### src/design/pus_unused_placeholder_never.sv
`default_nettype none
`default_nettype wire

### src/design/pus_pkg.sv
// Constants, encodings and timing for the power-up serial report block.
// Assumes a single 40 MHz clock; every cycle count here is derived from that rate.
`default_nettype none

package pus_pkg;

  localparam int          CLK_HZ        = 40_000_000;
  localparam int          BAUD          = 1200;
  localparam int          BIT_CYC       = CLK_HZ / BAUD;
  localparam int          PWRUP_MAX_MS  = 100;
  localparam int          PWRUP_CYC     = (CLK_HZ / 1000) * PWRUP_MAX_MS;
  localparam int          GAP_US        = 1000;
  localparam int          GAP_CYC       = (CLK_HZ / 1_000_000) * GAP_US;

  localparam int          DIEL_SCALE    = 50;
  localparam int          DIEL_FRAC     = 8;
  localparam int          TEMP_OFS      = 400;
  localparam int          TEMP_KNEE     = 900;
  localparam int          TEMP_CMP      = 5;
  localparam int          CKS_BITS      = 6;
  localparam logic [7:0]  CKS_OFS       = 8'h20;
  localparam int          FW_QUIET_REV  = 329;
  localparam int          NUM_DIGITS    = 5;

  localparam logic [7:0]  CHR_CR        = 8'h0D;
  localparam logic [7:0]  CHR_LF        = 8'h0A;
  localparam logic [7:0]  CHR_SP        = 8'h20;
  localparam logic [7:0]  CHR_ZERO      = 8'h30;
  localparam logic [7:0]  CHR_QUERY     = 8'h3F;
  localparam logic [7:0]  CHR_BANG      = 8'h21;
  localparam logic [7:0]  ADDR_ZERO     = 8'h30;
  // Arbitrary neutral sensor type code.
  localparam logic [7:0]  TYPE_CHAR_DEF = 8'h61;

  typedef enum logic [2:0] {
    ST_MEAS  = 3'h0,
    ST_ANNC  = 3'h1,
    ST_SEND  = 3'h2,
    ST_SDI   = 3'h3,
    ST_REPLY = 3'h4
  } pus_state_type;

  typedef enum logic [3:0] {
    SEC_DIEL = 4'h0,
    SEC_SP1  = 4'h1,
    SEC_PH   = 4'h2,
    SEC_SP2  = 4'h3,
    SEC_TEMP = 4'h4,
    SEC_CR1  = 4'h5,
    SEC_TYPE = 4'h6,
    SEC_CKS  = 4'h7,
    SEC_CR2  = 4'h8,
    SEC_LF   = 4'h9,
    SEC_DONE = 4'hA
  } pus_sec_type;

  typedef enum logic [1:0] {
    TX_IDLE  = 2'h0,
    TX_START = 2'h1,
    TX_DATA  = 2'h2,
    TX_STOP  = 2'h3
  } pus_tx_state_type;

  typedef enum logic [1:0] {
    RX_IDLE  = 2'h0,
    RX_START = 2'h1,
    RX_DATA  = 2'h2,
    RX_STOP  = 2'h3
  } pus_rx_state_type;

endpackage

`default_nettype wire

### src/design/pus_tx_if.sv
// Character hand-off between the report sequencer and the serial transmitter.
// Assumes both ends sit on the same clock.
`timescale 1ns/100ps
`default_nettype none

interface pus_tx_if;
  logic       valid;
  logic       ready;
  logic [7:0] data;
  logic       line;

  modport src (output valid, output data, input ready, input line);
  modport tx  (input valid, input data, output ready, output line);
endinterface

`default_nettype wire

### src/design/pus_uart_tx.sv
// Eight-bit serial transmitter with one start and one stop bit.
// Assumes the caller holds valid and data until ready is seen high.
`timescale 1ns/100ps
`default_nettype none

module pus_uart_tx
  import pus_pkg::*;
#(
  parameter int BIT_CYC_P = BIT_CYC
) (
  input  wire logic i_clk,
  input  wire logic i_nrst,
  input  wire logic i_ce,
  pus_tx_if.tx      tx
);

  pus_tx_state_type state;
  pus_tx_state_type next_state;
  logic [15:0]      cnt;
  logic [15:0]      next_cnt;
  logic [2:0]       bit_idx;
  logic [2:0]       next_bit_idx;
  logic [7:0]       shreg;
  logic [7:0]       next_shreg;
  logic             line;
  logic             next_line;

  assign tx.ready = (state == TX_IDLE);
  assign tx.line  = line;

  // Frame sequencing; the line rests high whenever no frame is running.
  always_comb begin
    next_state   = state;
    next_cnt     = cnt;
    next_bit_idx = bit_idx;
    next_shreg   = shreg;
    next_line    = line;
    case (state)
      TX_IDLE: begin
        next_line = 1'b1;
        if (tx.valid) begin
          next_shreg = tx.data;
          next_line  = 1'b0;
          next_cnt   = 16'(BIT_CYC_P - 1);
          next_state = TX_START;
        end
      end
      TX_START: begin
        if (cnt == 16'h0000) begin
          next_line    = shreg[0];
          next_cnt     = 16'(BIT_CYC_P - 1);
          next_bit_idx = 3'h0;
          next_state   = TX_DATA;
        end else begin
          next_cnt = cnt - 16'h0001;
        end
      end
      TX_DATA: begin
        if (cnt == 16'h0000) begin
          next_cnt = 16'(BIT_CYC_P - 1);
          if (bit_idx == 3'h7) begin
            next_line  = 1'b1;
            next_state = TX_STOP;
          end else begin
            next_bit_idx = bit_idx + 3'h1;
            next_line    = shreg[next_bit_idx];
          end
        end else begin
          next_cnt = cnt - 16'h0001;
        end
      end
      TX_STOP: begin
        if (cnt == 16'h0000) begin
          next_state = TX_IDLE;
        end else begin
          next_cnt = cnt - 16'h0001;
        end
      end
      default: begin
        next_state = TX_IDLE;
        next_line  = 1'b1;
      end
    endcase
  end

  // State registers.
  always_ff @(posedge i_clk) begin
    if (!i_nrst) begin
      state   <= TX_IDLE;
      cnt     <= 16'h0000;
      bit_idx <= 3'h0;
      shreg   <= 8'h00;
      line    <= 1'b1;
    end else if (i_ce) begin
      state   <= next_state;
      cnt     <= next_cnt;
      bit_idx <= next_bit_idx;
      shreg   <= next_shreg;
      line    <= next_line;
    end
  end

endmodule // pus_uart_tx

`default_nettype wire

### src/design/pus_top.sv
// Power-up report sequencer: measure, announce and send one report unless quiet, then listen.
// Assumes power cycling drives i_nrst and measurement logic shares i_clk.
`timescale 1ns/100ps
`default_nettype none

module pus_top
  import pus_pkg::*;
#(
  parameter int         BIT_CYC_P   = BIT_CYC,
  parameter int         PWRUP_CYC_P = PWRUP_CYC,
  parameter int         GAP_CYC_P   = GAP_CYC,
  parameter int         FW_REV      = 329,
  parameter logic [7:0] TYPE_CHAR   = TYPE_CHAR_DEF
) (
  input  wire logic        i_clk,
  input  wire logic        i_nrst,
  input  wire logic        i_ce,
  input  wire logic        i_meas_valid,
  input  wire logic [15:0] i_diel_q8,
  input  wire logic [11:0] i_temp_dc,
  input  wire logic [7:0]  i_addr,
  input  wire logic        i_line,
  output logic             o_line,
  output logic             o_line_oe_n,
  output logic             o_sdi_mode
);

  pus_tx_if txi ();

  pus_uart_tx #(
    .BIT_CYC_P (BIT_CYC_P)
  ) u_tx (
    .i_clk  (i_clk),
    .i_nrst (i_nrst),
    .i_ce   (i_ce),
    .tx     (txi.tx)
  );

  // Converts a binary value to five packed decimal digits.
  function automatic logic [19:0] to_bcd(input logic [15:0] val);
    logic [19:0] bcd;
    bcd = 20'h00000;
    for (int i = 15; i >= 0; i--) begin
      for (int d = 0; d < NUM_DIGITS; d++) begin
        if (bcd[d*4 +: 4] > 4'h4) begin
          bcd[d*4 +: 4] = bcd[d*4 +: 4] + 4'h3;
        end
      end
      bcd = {bcd[18:0], val[i]};
    end
    return bcd;
  endfunction

  // Index of the most significant non-zero digit, zero for a value of zero.
  function automatic logic [2:0] lead_digit(input logic [19:0] bcd);
    logic [2:0] idx;
    idx = 3'h0;
    for (int d = 0; d < NUM_DIGITS; d++) begin
      if (bcd[d*4 +: 4] != 4'h0) begin
        idx = 3'(d);
      end
    end
    return idx;
  endfunction

  // Two-flop synchroniser for the shared data line.
  logic line_s1;
  logic line_s2;

  always_ff @(posedge i_clk) begin
    if (!i_nrst) begin
      line_s1 <= 1'b1;
      line_s2 <= 1'b1;
    end else if (i_ce) begin
      line_s1 <= i_line;
      line_s2 <= line_s1;
    end
  end

  // Main sequencer state.
  pus_state_type state;
  pus_state_type next_state;
  logic [23:0]   tmr;
  logic [23:0]   next_tmr;
  logic          have_meas;
  logic          next_have_meas;
  logic [15:0]   diel_q8;
  logic [15:0]   next_diel_q8;
  logic [11:0]   temp_dc;
  logic [11:0]   next_temp_dc;
  logic [7:0]    addr;
  logic [7:0]    next_addr;
  pus_sec_type   sec;
  pus_sec_type   next_sec;
  logic [2:0]    dig;
  logic [2:0]    next_dig;
  logic [CKS_BITS-1:0] cks;
  logic [CKS_BITS-1:0] next_cks;
  logic          next_line;
  logic          next_line_oe_n;
  logic          next_sdi_mode;
  logic          query_hit;

  // Field values derived from the latched measurement.
  logic [21:0]        diel_prod;
  logic [15:0]        diel_raw;
  logic signed [13:0] temp_sum;
  logic [15:0]        temp_lin;
  logic [15:0]        temp_raw;
  logic [19:0]        diel_bcd;
  logic [19:0]        temp_bcd;
  logic [7:0]         cur_char;
  logic               quiet;

  // Scale and compress the readings, then split into decimal digits.
  always_comb begin
    diel_prod = 22'(diel_q8) * 22'(DIEL_SCALE);
    diel_raw  = 16'(diel_prod >> DIEL_FRAC);
    temp_sum  = 14'($signed(i_temp_sign_ext(temp_dc))) + 14'(TEMP_OFS);
    temp_lin  = temp_sum[13] ? 16'h0000 : 16'(temp_sum);
    if (temp_lin > 16'(TEMP_KNEE)) begin
      temp_raw = 16'(TEMP_KNEE) + 16'((temp_lin - 16'(TEMP_KNEE)) / 16'(TEMP_CMP));
    end else begin
      temp_raw = temp_lin;
    end
    diel_bcd = to_bcd(diel_raw);
    temp_bcd = to_bcd(temp_raw);
    quiet    = (FW_REV >= FW_QUIET_REV) && (addr != ADDR_ZERO);
  end

  // Sign extension helper for the decicelsius reading.
  function automatic logic [13:0] i_temp_sign_ext(input logic [11:0] v);
    return {{2{v[11]}}, v};
  endfunction

  // Character offered to the transmitter for the current report section.
  always_comb begin
    case (sec)
      SEC_DIEL: cur_char = CHR_ZERO | {4'h0, diel_bcd[dig*4 +: 4]};
      SEC_SP1:  cur_char = CHR_SP;
      SEC_PH:   cur_char = CHR_ZERO;
      SEC_SP2:  cur_char = CHR_SP;
      SEC_TEMP: cur_char = CHR_ZERO | {4'h0, temp_bcd[dig*4 +: 4]};
      SEC_CR1:  cur_char = CHR_CR;
      SEC_TYPE: cur_char = TYPE_CHAR;
      SEC_CKS:  cur_char = {2'b00, cks} + CKS_OFS;
      SEC_CR2:  cur_char = CHR_CR;
      SEC_LF:   cur_char = CHR_LF;
      default:  cur_char = CHR_LF;
    endcase
  end

  assign txi.data  = (state == ST_REPLY) ? addr : cur_char;
  assign txi.valid = ((state == ST_SEND) && (sec != SEC_DONE)) ||
                     ((state == ST_REPLY) && (sec == SEC_CR2));

  // Sequencer next state. Reply mode reuses sec: SEC_CR2 means the address
  // character is still to be queued, SEC_DONE means it has been taken.
  always_comb begin
    next_state     = state;
    next_tmr       = tmr;
    next_have_meas = have_meas;
    next_diel_q8   = diel_q8;
    next_temp_dc   = temp_dc;
    next_addr      = addr;
    next_sec       = sec;
    next_dig       = dig;
    next_cks       = cks;
    next_line      = o_line;
    next_line_oe_n = o_line_oe_n;
    next_sdi_mode  = o_sdi_mode;
    if ((state == ST_MEAS || state == ST_ANNC) && i_meas_valid) begin
      next_have_meas = 1'b1;
      next_diel_q8   = i_diel_q8;
      next_temp_dc   = i_temp_dc;
    end
    case (state)
      ST_MEAS: begin
        next_addr      = i_addr;
        next_line      = 1'b0;
        next_line_oe_n = 1'b0;
        next_tmr       = tmr + 24'h000001;
        if (quiet && (have_meas || i_meas_valid)) begin
          next_line_oe_n = 1'b1;
          next_sdi_mode  = 1'b1;
          next_state     = ST_SDI;
        end else if (!quiet && (have_meas || tmr >= 24'(PWRUP_CYC_P - 2))) begin
          next_line  = 1'b1;
          next_tmr   = 24'h000000;
          next_state = ST_ANNC;
        end
      end
      ST_ANNC: begin
        next_line = 1'b1;
        if (tmr < 24'(GAP_CYC_P - 1)) begin
          next_tmr = tmr + 24'h000001;
        end else if (have_meas) begin
          next_sec   = SEC_DIEL;
          next_dig   = lead_digit(diel_bcd);
          next_cks   = '0;
          next_state = ST_SEND;
        end
      end
      ST_SEND: begin
        next_line = txi.line;
        if (txi.valid && txi.ready) begin
          if (sec <= SEC_TYPE) begin
            next_cks = cks + cur_char[CKS_BITS-1:0];
          end
          case (sec)
            SEC_DIEL: if (dig == 3'h0) next_sec = SEC_SP1; else next_dig = dig - 3'h1;
            SEC_TEMP: if (dig == 3'h0) next_sec = SEC_CR1; else next_dig = dig - 3'h1;
            SEC_SP2: begin
              next_sec = SEC_TEMP;
              next_dig = lead_digit(temp_bcd);
            end
            default: next_sec = pus_sec_type'(sec + 4'h1);
          endcase
        end else if (sec == SEC_DONE && txi.ready) begin
          next_line_oe_n = 1'b1;
          next_sdi_mode  = 1'b1;
          next_state     = ST_SDI;
        end
      end
      ST_SDI: begin
        next_line      = 1'b1;
        next_line_oe_n = 1'b1;
        if (query_hit) begin
          next_sec       = SEC_CR2;
          next_line_oe_n = 1'b0;
          next_state     = ST_REPLY;
        end
      end
      ST_REPLY: begin
        next_line = txi.line;
        if (txi.valid && txi.ready) begin
          next_sec = SEC_DONE;
        end else if (sec == SEC_DONE && txi.ready) begin
          next_line_oe_n = 1'b1;
          next_state     = ST_SDI;
        end
      end
      default: begin
        next_state = ST_MEAS;
      end
    endcase
  end

  // Sequencer registers; only a reset (power cycle) returns to measuring.
  always_ff @(posedge i_clk) begin
    if (!i_nrst) begin
      state       <= ST_MEAS;
      tmr         <= 24'h000000;
      have_meas   <= 1'b0;
      diel_q8     <= 16'h0000;
      temp_dc     <= 12'h000;
      addr        <= ADDR_ZERO;
      sec         <= SEC_DIEL;
      dig         <= 3'h0;
      cks         <= '0;
      o_line      <= 1'b0;
      o_line_oe_n <= 1'b0;
      o_sdi_mode  <= 1'b0;
    end else if (i_ce) begin
      state       <= next_state;
      tmr         <= next_tmr;
      have_meas   <= next_have_meas;
      diel_q8     <= next_diel_q8;
      temp_dc     <= next_temp_dc;
      addr        <= next_addr;
      sec         <= next_sec;
      dig         <= next_dig;
      cks         <= next_cks;
      o_line      <= next_line;
      o_line_oe_n <= next_line_oe_n;
      o_sdi_mode  <= next_sdi_mode;
    end
  end

  // Command receiver, alive only in command mode so the announce pulse and
  // our own report cannot be mistaken for a query.
  pus_rx_state_type rx_state;
  pus_rx_state_type next_rx_state;
  logic [15:0]      rx_cnt;
  logic [15:0]      next_rx_cnt;
  logic [2:0]       rx_bit;
  logic [2:0]       next_rx_bit;
  logic [7:0]       rx_sh;
  logic [7:0]       next_rx_sh;
  logic [7:0]       rx_prev;
  logic [7:0]       next_rx_prev;
  logic             next_query_hit;

  always_comb begin
    next_rx_state  = rx_state;
    next_rx_cnt    = rx_cnt;
    next_rx_bit    = rx_bit;
    next_rx_sh     = rx_sh;
    next_rx_prev   = rx_prev;
    next_query_hit = 1'b0;
    if (state != ST_SDI) begin
      next_rx_state = RX_IDLE;
      next_rx_prev  = 8'h00;
    end else begin
      case (rx_state)
        RX_IDLE: begin
          if (!line_s2) begin
            next_rx_cnt   = 16'(BIT_CYC_P / 2 - 1);
            next_rx_state = RX_START;
          end
        end
        RX_START: begin
          if (rx_cnt != 16'h0000) begin
            next_rx_cnt = rx_cnt - 16'h0001;
          end else if (line_s2) begin
            next_rx_state = RX_IDLE;                  // Glitch, not a start bit.
          end else begin
            next_rx_cnt   = 16'(BIT_CYC_P - 1);
            next_rx_bit   = 3'h0;
            next_rx_state = RX_DATA;
          end
        end
        RX_DATA: begin
          if (rx_cnt != 16'h0000) begin
            next_rx_cnt = rx_cnt - 16'h0001;
          end else begin
            next_rx_sh  = {line_s2, rx_sh[7:1]};
            next_rx_cnt = 16'(BIT_CYC_P - 1);
            next_rx_bit = rx_bit + 3'h1;
            if (rx_bit == 3'h7) begin
              next_rx_state = RX_STOP;
            end
          end
        end
        RX_STOP: begin
          if (rx_cnt != 16'h0000) begin
            next_rx_cnt = rx_cnt - 16'h0001;
          end else begin
            next_rx_state = RX_IDLE;
            if (line_s2) begin
              next_rx_prev   = rx_sh;
              next_query_hit = (rx_prev == CHR_QUERY) && (rx_sh == CHR_BANG);
            end else begin
              next_rx_prev = 8'h00;                   // Framing error drops history.
            end
          end
        end
        default: next_rx_state = RX_IDLE;
      endcase
    end
  end

  always_ff @(posedge i_clk) begin
    if (!i_nrst) begin
      rx_state  <= RX_IDLE;
      rx_cnt    <= 16'h0000;
      rx_bit    <= 3'h0;
      rx_sh     <= 8'h00;
      rx_prev   <= 8'h00;
      query_hit <= 1'b0;
    end else if (i_ce) begin
      rx_state  <= next_rx_state;
      rx_cnt    <= next_rx_cnt;
      rx_bit    <= next_rx_bit;
      rx_sh     <= next_rx_sh;
      rx_prev   <= next_rx_prev;
      query_hit <= next_query_hit;
    end
  end

endmodule // pus_top

`default_nettype wire

### config.mk
export PLATFORM = sky130hd
export DESIGN_NAME = pus_top
export DESIGN_NICKNAME = d
export VERILOG_FILES = /design/src/design/pus_unused_placeholder_never.sv /design/src/design/pus_pkg.sv /design/src/design/pus_tx_if.sv /design/src/design/pus_uart_tx.sv /design/src/design/pus_top.sv
export SDC_FILE = /design/constraint.sdc
export NUM_CORES = 1
export LEC_CHECK = 0
export ABC_CLOCK_PERIOD_IN_PS = 18100
export CAP_MARGIN = 20
export CELL_PAD_IN_SITES_DETAIL_PLACEMENT = 1
export CELL_PAD_IN_SITES_GLOBAL_PLACEMENT = 1
export CORE_UTILIZATION = 44
export CTS_CLUSTER_SIZE = 16
export DETAILED_ROUTE_END_ITERATION = 7
export DONT_BUFFER_PORTS = 1
export PLACE_DENSITY = 0.87
export SETUP_SLACK_MARGIN = 0.5
export SLEW_MARGIN = 40
export SYNTH_ARGS = -nofsm -noshare
export SYNTH_HDL_FRONTEND = slang
export SYNTH_SLANG_ARGS = --single-unit
### constraint.sdc
create_clock -name i_clk -period 18.1 [get_ports i_clk]
set_input_delay 2.715 -clock i_clk [delete_from_list [all_inputs] [get_ports i_clk]]
set_output_delay 2.715 -clock i_clk [all_outputs]
set_load 0.1 [all_outputs]
==> impl_metrics.toml <==
[logic_synthesis]
yosysWarnings = 0
ys_ff_latch = 150
yosysTopAreaCellShare_pct = 16.4
synth_top_cell_by_area = "dfxtp_1"
synthXorXnorAreaFrac_pct = 5.25
synth_top_family_by_area = "compound AO/OA/AOI/OAI gates"
yosys.area_share.simple_pct = 25.3
synth_compound_area_share_pct = 29.8
syn_inst = 2548
synth_edf_count = 0
syn-cell-area_sq_mm = 0.0183
synth_cell_types = 113
yosysSeqAreaShare_pct = 16.4
synthAdderAreaFrac_pct = 12.8
ys_top_cells_by_area = "dfxtp_1, ha_1, a21oi_1"
ys.flop_type = "dfxtp_1"
ys_async_sr_fraction_pct = 0
synthMuxAreaShare_pct = 4.98
syn_avg_cell_area_sq_um = 7.18

[cts]
clk_path_buf_depth = 2
clk_pin_slew_ps = 80
cts_tree = "built"
h-tree-depth = 4
clock-sinks = 150
cts_root_buf = "clkbuf_16"
cts_buffers = 17
clk_latency_ps = 470

[timing]
hold_viol_final = 0
hold_ws_ps = 462
rsz0062_at_grt = "false"
period_share_pct = 92.7
slew_viol_final = 13
fin_setup_tns_ps = 0
finalSetupViolCount = 0
finalCriticalPeriod_ps = 16780
tightest_slew_ps = 1850
skew_ps = 18.1
clock.fmax_mhz = 59.6
maxSlewHeadroom_pct = -23.1

[placed_design]
place_area_sq_mm = 0.0188
port_buffers = 0
place.gp.congestion = 0.913
detailed_place_hpwl_um = 44800

[route]
drt_iter0_drc = 1347
wl_per_cell_um = 20.1
totalWireLength_um = 61800
antenna_left = 0
dr.pass1.iters = 8
drc_errors = 0
vias_per_cell = 6.41
vias = 19800

[setup_path]
reg2reg_slack_ps = 1320
critical_path_class = "flop to flop"
crit_start = "diel_q8[11]"
cp_max_fo = 9
r2r_cells = 69
cp_top_family = "adder cells"
cp.buffers_inverters = 6
path_depth = 69
cp_slowest_cell = "or4b_2"
rr_endpoint = "cks[5]"
worstPathArrival_ps = 17170
crit_path_end = "cks[5]"
endpoint_kind = "flop"
cpPeakStageDelay_ps = 610
start_kind = "flop"
timing.rr.start = "diel_q8[11]"
critPathMostFrequentCell = "ha_1"
required_ps = 18490

[cells_and_area]
utilization_pct = 49.1
mostFrequentLayoutCells = "nand2_1, nor2_1, a21oi_1"
layout-drive-gt1-share_pct = 10.2
seq_area_sq_mm = 0.00301
fin_area_sq_mm = 0.0201
nets = 2756
multi_input_area_sq_mm = 0.0147
diodes = 0
final_common_cell = "nand2_1"
fillCellCount = 5183
syn_to_final_growth_pct = 9.93

[global_routing]
grt_max_degree = 90
grt_usage_pct = 28.3
grt_pass1_wl_um = 99800
first_global_vias = 20400
grt-ovfl-total = 0
antenna_found_initial = 0

[die]
dieArea_sq_mm = 0.0424
start_util_pct = 44.7
dieHeight_um = 206
die_w_um = 206
num_rows = 74
core_sq_mm = 0.0409
ioPinCount = 44

[run]
max-cap-violations = 0

[outcome]
status = "finished, violations left"
violations = "max-slew violations"

[worst_hold_path]
hold_class = "flop to flop"
-- cell families after synthesis --
kind of cell	after synthesis
mux	83
fa+ha+maj	181
xor+xnor	105
compound gates	810
other cells	1
buf+inv	257
simple gates	961
flops	150
-- worst min-delay path by stage --
stage / from / to / slack, ps / cells after the start
3_5_place_dp: rx_prev[4] / rx_prev[4] / 450 / 2
6_report: rx_prev[0] / rx_prev[0] / 460 / 2
2_1_floorplan: rx_prev[0] / rx_prev[0] / 430 / 2
4_1_cts: rx_prev[0] / rx_prev[0] / 460 / 2
5_1_grt: rx_prev[0] / rx_prev[0] / 480 / 2
3_3_place_gp: rx_prev[0] / rx_prev[0] / 440 / 2
-- per-layer routing --
layer | GRT usage [%] | vias up | share of wire, %
met5 | 0 | - | 0
met4 | 9.01 | 0 | 2.4
met3 | 4.04 | 132 | 4.0
met2 | 52.4 | 540 | 51
met1 | 33.3 | 9751 | 42
li1 | - | 9327 | -
-- Yosys cell counts, types with 26 or more instances --
library cell / n
nor2b_1: 26
a31oi_1: 38
inv_1: 160
a21oi_1: 251
and3_1: 26
clkbuf_1: 76
or3_1: 34
nand3_1: 89
o211ai_1: 34
ha_1: 170
nor2_1: 261
mux2i_1: 52
xor2_1: 39
o21ai_0: 135
xnor2_1: 62
nor4_1: 35
nor3_1: 73
a21o_1: 33
nand2b_1: 35
a211oi_1: 34
dfxtp_1: 150
nand2_1: 264
-- registers in the layout (all words and copies together), names as in the netlist, 2 cells and up --
register	flops
addr	8
cks	6
diel_q8	16
dig	3
rx_bit	3
rx_cnt	16
rx_prev	8
rx_sh	8
rx_state	2
sec	4
state	3
temp_dc	12
tmr	24
u_tx.bit_idx	3
u_tx.cnt	16
u_tx.shreg	8
u_tx.state	2
-- layout make-up --
| class | count | area share, % |
|---|---|---|
| well taps | 532 | 3.31 |
| clock inverters | 15 | 1.04 |
| multi-input cells | 2143 | 73.3 |
| inverters | 164 | 3.06 |
| repair buffers | 58 | 2.18 |
| clock buffers | 17 | 2.12 |
| flip-flops and latches | 150 | 15.0 |
-- worst register-to-register path: cells and delay by family (launching register included) --
kind | cells | cell delay (ps)
compound gates | 21 | 4240
xor+xnor | 7 | 1550
fa+ha+maj | 16 | 4930
buf+inv | 6 | 600
flops | 1 | 430
mux | 1 | 360
simple gates | 18 | 4600
-- stage by stage --
stage               worst slack [ps]  std cells
floorplan                       1070       2550
global placement                1130       3015
detailed placement               116       3015
CTS                              531       3047
global route                     306       3079
finish                          1320       3079
-- repair_timing --
item,4_1_cts,5_1_grt
setup endpoints to repair,1,5
gates resized for setup,15,74
hold buffers,0,0
pin swaps,0,17
setup buffers,0,32
Power is left out: the tool's default activity adds up to more than one toggle a clock period on the data nets, which glitch-free logic cannot reach.
